## config.mk

```make
export PLATFORM = sky130hd
export DESIGN_NAME = timer_counter
export DESIGN_NICKNAME = d
export VERILOG_FILES = /design/src/rtl/tmr_pkg.sv /design/src/rtl/presc_if.sv /design/src/rtl/shared_prescaler.sv /design/src/rtl/timer_counter.sv
export SDC_FILE = /design/constraint.sdc
export NUM_CORES = 1
export LEC_CHECK = 0
export ABC_AREA = 1
export BUFFER_PORTS_ARGS = -buffer_cell sky130_fd_sc_hd__buf_2
export CELL_PAD_IN_SITES_DETAIL_PLACEMENT = 1
export CELL_PAD_IN_SITES_GLOBAL_PLACEMENT = 1
export CORE_MARGIN = 2
export CORE_UTILIZATION = 38
export DETAILED_ROUTE_END_ITERATION = 7
export GPL_TIMING_DRIVEN = 0
export MAX_ROUTING_LAYER = met4
export PLACE_DENSITY = 0.86
export SYNTH_ARGS = -nofsm -noshare
export SYNTH_HDL_FRONTEND = slang
export SYNTH_SLANG_ARGS = --single-unit
```

## constraint.sdc

```tcl
create_clock -name sys_clk -period 1.8 [get_ports sys_clk]
set_input_delay 0 -clock sys_clk [delete_from_list [all_inputs] [get_ports sys_clk]]
set_output_delay 0 -clock sys_clk [all_outputs]
set_load 0.01 [all_outputs]
```

## src/rtl/tmr_pkg.sv

```systemverilog
// constants, field layout and phase type of the timer/counter block
// assumes one oscillator clock at 20 MHz and an Avalon-MM word bus
package tmr_pkg;

  // clock and phase timing
  localparam int CLK_HZ = 20_000_000;
  localparam int TOSC_NS = 50;
  localparam int PHASES_PER_CYCLE = 4;

  // write inhibit, in instruction cycles, and its count of clocks
  localparam int INHIBIT_INSTR = 2;
  localparam int INHIBIT_CNT = INHIBIT_INSTR * PHASES_PER_CYCLE;
  localparam int INHIB_W = 4;

  // rollover delay after the overflow pulse
  localparam int ROLL_DELAY_TOSC = 3;
  localparam int ROLL_DELAY_NS = ROLL_DELAY_TOSC * TOSC_NS;
  localparam int ROLL_DELAY_CYC = (ROLL_DELAY_NS * (CLK_HZ / 1_000_000) + 999) / 1000;

  // bus shape
  localparam int ADDR_W = 10;
  localparam int DATA_W = 32;
  localparam int IDX_W = 8;

  // register indices, byte address is four times the index
  localparam logic [IDX_W-1:0] IDX_COUNT = 8'h01;
  localparam logic [IDX_W-1:0] IDX_IRQ_CTRL = 8'h0B;
  localparam logic [IDX_W-1:0] IDX_OPTION = 8'h81;
  localparam logic [IDX_W-1:0] IDX_AUX_CTRL = 8'h90;

  // option register fields
  localparam int OPT_CS_BIT = 5;
  localparam int OPT_SE_BIT = 4;
  localparam int OPT_PSA_BIT = 3;
  localparam int OPT_RATIO_LSB = 0;
  localparam int RATIO_W = 3;

  // irq_control fields
  localparam int IRQ_EN_BIT = 5;
  localparam int IRQ_FLAG_BIT = 2;

  // aux control fields
  localparam int AUX_SLEEP_BIT = 0;
  localparam int AUX_WDT_CLR_BIT = 1;

  // values after reset, and the count maximum
  localparam logic [7:0] OPTION_RST = 8'hFF;
  localparam logic [7:0] COUNT_RST = 8'h00;
  localparam logic [7:0] COUNT_MAX = 8'hFF;

  // prescaler width
  localparam int PRESC_W = 8;

  typedef enum logic [3:0] {
    PH_Q1 = 4'h1,
    PH_Q2 = 4'h2,
    PH_Q3 = 4'h4,
    PH_Q4 = 4'h8
  } phase_t;

endpackage

```

## src/rtl/presc_if.sv

```systemverilog
// signals between the timer core and the shared prescaler
// assumes the core owns ratio and clear, the prescaler owns out
`timescale 1ns/1ps
interface presc_if;
  logic in_pulse;
  logic clear;
  logic [tmr_pkg::RATIO_W-1:0] ratio;
  logic out;

  modport owner (
    output in_pulse,
    output clear,
    output ratio,
    input out
  );

  modport unit (
    input in_pulse,
    input clear,
    input ratio,
    output out
  );
endinterface

```

## src/rtl/shared_prescaler.sv

```systemverilog
// eight-bit shared prescaler with a tapped, symmetrical output
// assumes in_pulse and clear are one-clock pulses from the owner
`timescale 1ns/1ps
module shared_prescaler (
  // clock, reset and enable
  input wire logic sys_clk,
  input wire logic rst,
  input wire logic ce,
  // owner side
  presc_if.unit p
);
  import tmr_pkg::*;

  logic [PRESC_W-1:0] cnt_q;

  // counter with no software path, cleared only by reset or as a side effect
  always_ff @(posedge sys_clk or posedge rst) begin
    if (rst) begin
      cnt_q <= '0;
    end else if (ce) begin
      if (p.clear) begin
        cnt_q <= '0;
      end else if (p.in_pulse) begin
        cnt_q <= cnt_q + 8'h01;
      end
    end
  end

  // tap n halves n plus one times, so ratio 0 gives 1:2 and 7 gives 1:256
  assign p.out = cnt_q[p.ratio];
endmodule

```

## src/rtl/timer_counter.sv

```systemverilog
// eight-bit timer/counter with shared prescaler and overflow flag
// assumes an Avalon-MM master, a synchronous count pin and a watchdog
// outside that supplies its oscillator tick and takes tick and clear
`timescale 1ns/1ps

// Notes on behaviour
// clock source select cleared counts one per instruction cycle without prescaler
// after a count write, counting pauses two instruction cycles, then resumes
// clock source select set counts edges of the external count input
// source edge select cleared counts rising edges, set counts falling
// prescaler assign cleared gives prescaler to timer, set to watchdog
// timer prescaler divides by a power of two from 1:2 to 1:256
// count wrap from FFh to 00h sets the overflow flag
// interrupt request only while the overflow interrupt enable is set
// overflow flag stays set until software clears it
// timer does not count during sleep
// prescaler output or raw input is sampled on phases two and four
// without prescaler the pin stays high and low two oscillator periods
// with prescaler the pin period is four oscillator periods over ratio
// counter increments three to seven oscillator periods after pin change
// any count write clears the prescaler while the timer owns it
// watchdog clear clears the prescaler while the watchdog owns it
// only one owner; the other runs undivided
// prescaler is eight bits with no software read or write
// overflow pulse sets flag at once; count rolls three periods later
// overflow flag is sampled on phase one of every instruction cycle
// software clears count and watchdog before moving prescaler to watchdog
// instruction cycle is four oscillator periods in four phases
// ratio field value n selects a prescale of two to n plus one
module timer_counter (
  // clock, reset and enable
  input wire logic sys_clk,
  input wire logic rst,
  input wire logic ce,
  // register bus
  input wire logic [tmr_pkg::ADDR_W-1:0] avs_address,
  input wire logic avs_read,
  input wire logic avs_write,
  input wire logic [3:0] avs_byteenable,
  input wire logic [tmr_pkg::DATA_W-1:0] avs_writedata,
  output logic [tmr_pkg::DATA_W-1:0] avs_readdata,
  output logic avs_waitrequest,
  // count pin
  input wire logic ext_count_input,
  // watchdog side
  input wire logic wdt_osc_tick,
  output logic wdt_tick,
  output logic wdt_clear,
  // interrupt request
  output logic overflow_irq
);
  import tmr_pkg::*;

  phase_t phase_q;
  logic [DATA_W-1:0] readdata_q;
  logic wait_q;
  logic [7:0] count_q;
  logic [7:0] option_q;
  logic en_q;
  logic flag_q;
  logic sleep_q;
  logic irq_q;
  logic wdt_tick_q;
  logic wdt_clear_q;
  logic src_prev_q;
  logic presc_prev_q;
  logic samp_q;
  logic tick_q;
  logic [INHIB_W-1:0] inhib_q;
  logic [ROLL_DELAY_CYC-1:0] pipe_q;

  logic acc_done;
  logic wr_low;
  logic wr_count;
  logic wr_irq;
  logic wr_option;
  logic wr_aux;
  logic wdt_clr_req;
  logic cs;
  logic se;
  logic prescaler_assign;
  logic cyc_level;
  logic samp_en;
  logic src_level;
  logic src_rise;
  logic timer_src;
  logic tick_ok;
  logic flag_set;
  logic [DATA_W-1:0] rd_word;

  presc_if p ();

  shared_prescaler u_presc (
    .sys_clk(sys_clk),
    .rst(rst),
    .ce(ce),
    .p(p)
  );

  // register index match on a byte address
  function automatic logic reg_hit(input logic [ADDR_W-1:0] addr,
                                   input logic [IDX_W-1:0] idx);
    reg_hit = (addr[ADDR_W-1:2] == idx);
  endfunction

  // four phases per instruction cycle
  always_ff @(posedge sys_clk or posedge rst) begin
    if (rst) begin
      phase_q <= PH_Q1;
    end else if (ce) begin
      unique case (phase_q)
        PH_Q1: phase_q <= PH_Q2;
        PH_Q2: phase_q <= PH_Q3;
        PH_Q3: phase_q <= PH_Q4;
        PH_Q4: phase_q <= PH_Q1;
        default: phase_q <= PH_Q1;
      endcase
    end
  end

  assign cyc_level = (phase_q == PH_Q1) || (phase_q == PH_Q2);
  assign samp_en = (phase_q == PH_Q2) || (phase_q == PH_Q4);

  // bus slave: waitrequest drops one cycle after a request, access ends there
  assign acc_done = (avs_read || avs_write) && !wait_q;
  assign wr_low = acc_done && avs_write && avs_byteenable[0];
  assign wr_count = wr_low && reg_hit(avs_address, IDX_COUNT);
  assign wr_irq = wr_low && reg_hit(avs_address, IDX_IRQ_CTRL);
  assign wr_option = wr_low && reg_hit(avs_address, IDX_OPTION);
  assign wr_aux = wr_low && reg_hit(avs_address, IDX_AUX_CTRL);
  assign wdt_clr_req = wr_aux && avs_writedata[AUX_WDT_CLR_BIT];

  always_comb begin
    rd_word = '0;
    if (reg_hit(avs_address, IDX_COUNT)) begin
      rd_word[7:0] = count_q;
    end else if (reg_hit(avs_address, IDX_IRQ_CTRL)) begin
      rd_word[IRQ_EN_BIT] = en_q;
      rd_word[IRQ_FLAG_BIT] = flag_q;
    end else if (reg_hit(avs_address, IDX_OPTION)) begin
      rd_word[7:0] = option_q;
    end else if (reg_hit(avs_address, IDX_AUX_CTRL)) begin
      rd_word[AUX_SLEEP_BIT] = sleep_q;
    end
  end

  always_ff @(posedge sys_clk or posedge rst) begin
    if (rst) begin
      wait_q <= 1'b1;
      readdata_q <= '0;
    end else if (ce) begin
      if ((avs_read || avs_write) && wait_q) begin
        wait_q <= 1'b0;
        readdata_q <= avs_read ? rd_word : '0;
      end else begin
        wait_q <= 1'b1;
      end
    end
  end

  // option register
  always_ff @(posedge sys_clk or posedge rst) begin
    if (rst) begin
      option_q <= OPTION_RST;
    end else if (ce && wr_option) begin
      option_q <= avs_writedata[7:0];
    end
  end

  assign cs = option_q[OPT_CS_BIT];
  assign se = option_q[OPT_SE_BIT];
  assign prescaler_assign = option_q[OPT_PSA_BIT];

  // sleep and watchdog clear
  always_ff @(posedge sys_clk or posedge rst) begin
    if (rst) begin
      sleep_q <= 1'b0;
      wdt_clear_q <= 1'b0;
    end else if (ce) begin
      if (wr_aux) begin
        sleep_q <= avs_writedata[AUX_SLEEP_BIT];
      end
      wdt_clear_q <= wdt_clr_req;
    end
  end

  // count source: instruction clock or pin, edge chosen by xor
  assign src_level = cs ? (ext_count_input ^ se) : cyc_level;
  assign src_rise = src_level && !src_prev_q;

  // prescaler routing and side-effect clears
  assign p.in_pulse = prescaler_assign ? wdt_osc_tick : src_rise;
  assign p.ratio = option_q[OPT_RATIO_LSB +: RATIO_W];
  assign p.clear = (wr_count && !prescaler_assign) || (wdt_clr_req && prescaler_assign);

  // non-owner runs undivided
  assign timer_src = prescaler_assign ? src_level : p.out;

  always_ff @(posedge sys_clk or posedge rst) begin
    if (rst) begin
      src_prev_q <= 1'b1;
      presc_prev_q <= 1'b0;
      wdt_tick_q <= 1'b0;
    end else if (ce) begin
      src_prev_q <= src_level;
      presc_prev_q <= p.out;
      wdt_tick_q <= prescaler_assign ? (p.out && !presc_prev_q) : wdt_osc_tick;
    end
  end

  // phase sampling of the timer clock, rising sample gives a tick
  // sampler resets high, so an idle high source gives no false tick
  always_ff @(posedge sys_clk or posedge rst) begin
    if (rst) begin
      samp_q <= 1'b1;
      tick_q <= 1'b0;
    end else if (ce) begin
      if (samp_en) begin
        samp_q <= timer_src;
        tick_q <= timer_src && !samp_q;
      end else begin
        tick_q <= 1'b0;
      end
    end
  end

  // tick is dropped in sleep and during the write inhibit
  assign tick_ok = tick_q && !sleep_q && (inhib_q == '0);
  assign flag_set = tick_ok && (count_q == COUNT_MAX);

  // write inhibit window
  always_ff @(posedge sys_clk or posedge rst) begin
    if (rst) begin
      inhib_q <= '0;
    end else if (ce) begin
      if (wr_count) begin
        inhib_q <= INHIB_W'(INHIBIT_CNT);
      end else if (inhib_q != '0) begin
        inhib_q <= inhib_q - 4'h1;
      end
    end
  end

  // increment delay line, count moves three clocks after the tick
  always_ff @(posedge sys_clk or posedge rst) begin
    if (rst) begin
      pipe_q <= '0;
    end else if (ce) begin
      if (wr_count) begin
        pipe_q <= '0;
      end else begin
        pipe_q <= {pipe_q[ROLL_DELAY_CYC-2:0], tick_ok};
      end
    end
  end

  always_ff @(posedge sys_clk or posedge rst) begin
    if (rst) begin
      count_q <= COUNT_RST;
    end else if (ce) begin
      if (wr_count) begin
        count_q <= avs_writedata[7:0];
      end else if (pipe_q[ROLL_DELAY_CYC-1]) begin
        count_q <= count_q + 8'h01;
      end
    end
  end

  // overflow flag and enable, hardware set wins over a clear
  always_ff @(posedge sys_clk or posedge rst) begin
    if (rst) begin
      en_q <= 1'b0;
      flag_q <= 1'b0;
    end else if (ce) begin
      if (wr_irq) begin
        en_q <= avs_writedata[IRQ_EN_BIT];
      end
      flag_q <= flag_set || (wr_irq ? avs_writedata[IRQ_FLAG_BIT] : flag_q);
    end
  end

  // request sampled on phase one
  always_ff @(posedge sys_clk or posedge rst) begin
    if (rst) begin
      irq_q <= 1'b0;
    end else if (ce && phase_q == PH_Q1) begin
      irq_q <= flag_q && en_q;
    end
  end

  assign avs_readdata = readdata_q;
  assign avs_waitrequest = wait_q;
  assign wdt_tick = wdt_tick_q;
  assign wdt_clear = wdt_clear_q;
  assign overflow_irq = irq_q;
endmodule

```

==> impl_metrics.tcl <==
set metrics [dict create \
    grt_pass1_wl_mm 14.6 \
    path_common_cell "inv_1" \
    avgViaCountPerCell 5.01 \
    place_congestion 0.800 \
    clk_latency_ns 0.31 \
    rsz0062_at_grt "true" \
    holdWs_ns 0.00446 \
    r2r-start "avs_waitrequest$_DFFE_PP1P_" \
    finClkSkew_ns 0.00489 \
    ys_types 35 \
    clk_path_buf_depth 2 \
    min_period_over_period_pct 91.8 \
    utilization_pct 46.3 \
    synth_cells 409 \
    slowest_delay_ns 0.54 \
    p_clk_share_pct 21.0 \
    cp.required_ns 1.99 \
    fin_nets 536 \
    io_pins 89 \
    cts_tree "built" \
    hp-class "input port to register" \
    layout-drive-gt1-share_pct 23.3 \
    die_area_mm2 0.00915 \
    route.vias.total 2935 \
    worst_slack_ns 0.148 \
    hold_start "avs_writedata[2]" \
    overflow 0 \
    grt_max_degree 42 \
    cts.sinks 54 \
    yosysTopAreaCellShare_pct 32.9 \
    crit_path_top_delay_cell "dfstp_2" \
    fmax_ghz 0.605 \
    seqPwrFrac_pct 49.4 \
    antennaDiodeCount 0 \
    drtAntennaViolNets 0 \
    seq_area_frac_synth_pct 42.8 \
    post-cts-setup-buffers 0 \
    synth.area.top_cells "dfrtp_1, nand2_1, dfstp_2" \
    yosysTopAreaCell "dfrtp_1" \
    die_h_um 95.7 \
    slew_headroom_pct 66.2 \
    worst-path-buf-inv 3 \
    setup_violations 0 \
    synth_edf_count 0 \
    async_reset_ff_share_pct 100 \
    switching_power_mw 1.28 \
    placed_cells 572 \
    core_mm2 0.00818 \
    dr.pass1.iters 4 \
    vdd_drop_max_mv 0.365 \
    reg2reg_to "count_q[5]$_DFFE_PP0P_" \
    synth_most_common_cell "nand2_1" \
    sw_frac_of_total_pct 37.2 \
    path_max_fanout 10 \
    p_int_mw 2.17 \
    syn2layout_area_growth_pct 18.5 \
    path_clk_slew_ns 0.10 \
    hold-path-cell-count 3 \
    whs_endpoint "option_q[2]$_DFFE_PP1P_" \
    start_util_pct 39.1 \
    drv_slew 0 \
    netlist_top_cells_count "nand2_1, inv_1, dfrtp_1" \
    final_cell_count_no_fill 586 \
    wire_per_inst_um 15.0 \
    power_density_mw_per_mm2 911 \
    ys.warnings.count 0 \
    hold_viol_final 0 \
    worstPathCellList "inv_1 > nand3_1 > inv_1 > nand2_4 > clkbuf_4 > nand2_1 > o211ai_1 > o21ai_0" \
    multiInputGateArea_mm2 0.00152 \
    leakagePower_nw 1.97 \
    num_rows 33 \
    end_kind "register" \
    post-route-min-period_ns 1.65 \
    ys_seq_elements 54 \
    syn_avg_cell_area_um2 7.81 \
    critPathKind "register to register" \
    portBuffers 34 \
    cts-buffers-inserted 5 \
    dpl_worst_slack_ns -0.0125 \
    status "finished clean" \
    startpoint_type "register" \
    grt_use_total_pct 20.9 \
    ys.flop_type "dfrtp_1" \
    worstPathArrival_ns 1.85 \
    h-tree-depth 2 \
    syn_area_mm2 0.00319 \
    ff2ff_path_depth 8 \
    worst_slew_pin_slew_ns 0.506 \
    cp_top_family "flip-flops" \
    maxCapViolations 0 \
    seq_area_mm2 0.00137 \
    drcViolationCount 0 \
    rrSetupSlack_ns 0.15 \
    grt_pass1_vias 3054 \
    die_x_um 95.7 \
    drtIter0Drc 96 \
    wirelength_mm 8.78 \
    power_frac_comb_pct 29.6 \
    grt_antenna_before_repair 0 \
    nFillCells 1057 \
    clock-root-buffer "clkbuf_8" \
    dpl.hpwl_mm 6.69 \
]
## power groups by stage
| stage | clock (mW) | combinational (mW) | sequential, mW |
|---|---|---|---|
| 3_5_place_dp | 0 | 0.993 | 1.72 |
| 4_1_cts | 0.750 | 1.01 | 1.70 |
| 2_1_floorplan | 0 | 0.749 | 1.63 |
| 6_report | 0.723 | 1.02 | 1.70 |
| 5_1_grt | 0.773 | 1.19 | 1.74 |
| 3_3_place_gp | 0 | 0.912 | 1.69 |
## layout make-up
class / count / share of cell area, %
plain buffers: 32 / 6.22
clock buffers: 6 / 2.18
clock inverters: 2 / 0.331
inverters: 47 / 4.66
multi-input cells: 298 / 40.1
flip-flops and latches: 54 / 36.1
well taps: 105 / 3.47
repair buffers: 42 / 6.88
## sequential cells by signal, indices dropped and copies added (netlist names)
register,count
inhib_q,4
avs_waitrequest,1
samp_q,1
wdt_clear,1
flag_q,1
u_presc.cnt_q,8
en_q,1
presc_prev_q,1
pipe_q,3
avs_readdata,8
sleep_q,1
phase_q,4
src_prev_q,1
option_q,8
overflow_irq,1
tick_q,1
count_q,8
wdt_tick,1
## worst register-to-register path: stages, from the launching register on
cell      delay [ns]
dfstp_2         0.54
inv_1           0.07
nand3_1         0.16
inv_1           0.13
nand2_4         0.15
clkbuf_4        0.23
nand2_1         0.08
o211ai_1        0.09
o21ai_0         0.11
## what timing repair did
item                                    in CTS  in global routing
gates resized for setup                      0                  5
endpoints found under the setup margin       8                 13
endpoints found under the hold margin       45                  0
hold buffers                                 7                  0
## routing by layer
metal  global-route usage [%]  part of all wire (%)  wire [um]
met1                     25.2                    45       3930
met2                     36.7                    50       4390
met3                     1.74                   3.0        266
met4                     7.50                   2.2        191
met5                        -                     0          0
## cells in the final DEF (no fill, tap or decap), drive strengths merged, types with 3 or more instances in the layout
cell / count
conb: 24
dlygate4sd3: 7
buf: 65
dfstp: 12
nor2: 28
o211ai: 5
inv: 47
o21ai: 51
nand2: 107
nor3: 6
a21oi: 17
ha: 3
xor2: 8
nand4: 11
o21bai: 3
nand3: 29
dfrtp: 42
clkbuf: 8
## how the worst max path moves through the flow
stage / start / depth (start not counted) / end
after floorplan: avs_waitrequest$_DFFE_PP1P_ / 8 / count_q[5]$_DFFE_PP0P_
after global placement: rst / 2 / phase_q[3]$_DFFE_PP0P_
after detailed placement: option_q[3]$_DFFE_PP1P_ / 7 / u_presc.cnt_q[4]$_DFFE_PP0P_
after CTS: avs_waitrequest$_DFFE_PP1P_ / 8 / inhib_q[3]$_DFFE_PP0P_
after global routing: avs_waitrequest$_DFFE_PP1P_ / 8 / inhib_q[3]$_DFFE_PP0P_
final: avs_waitrequest$_DFFE_PP1P_ / 8 / count_q[5]$_DFFE_PP0P_
## stage by stage
step / setup TNS [ns] / power [mW] / instance area [um2]
5_1_grt: -0.0376 / 3.70 / 3780
2_1_floorplan: 0 / 2.38 / 3280
6_report: 0 / 3.45 / 3780
4_1_cts: 0 / 3.46 / 3760
3_3_place_gp: -10.71 / 2.60 / 3580
3_5_place_dp: -0.0297 / 2.71 / 3600
## kinds of logic after synthesis
kind of cell	after synthesis	share of synthesized area (%)
adder cells (fa/ha/maj)	3	1.18
XOR/XNOR	9	2.47
flip-flops	54	42.8
AO/OA/AOI/OAI	77	14.3
AND/OR/NAND/NOR	185	26.3
buffers and inverters	80	12.9
other	1	0.117
No activity file was read; power rests on OpenSTA's default activity.
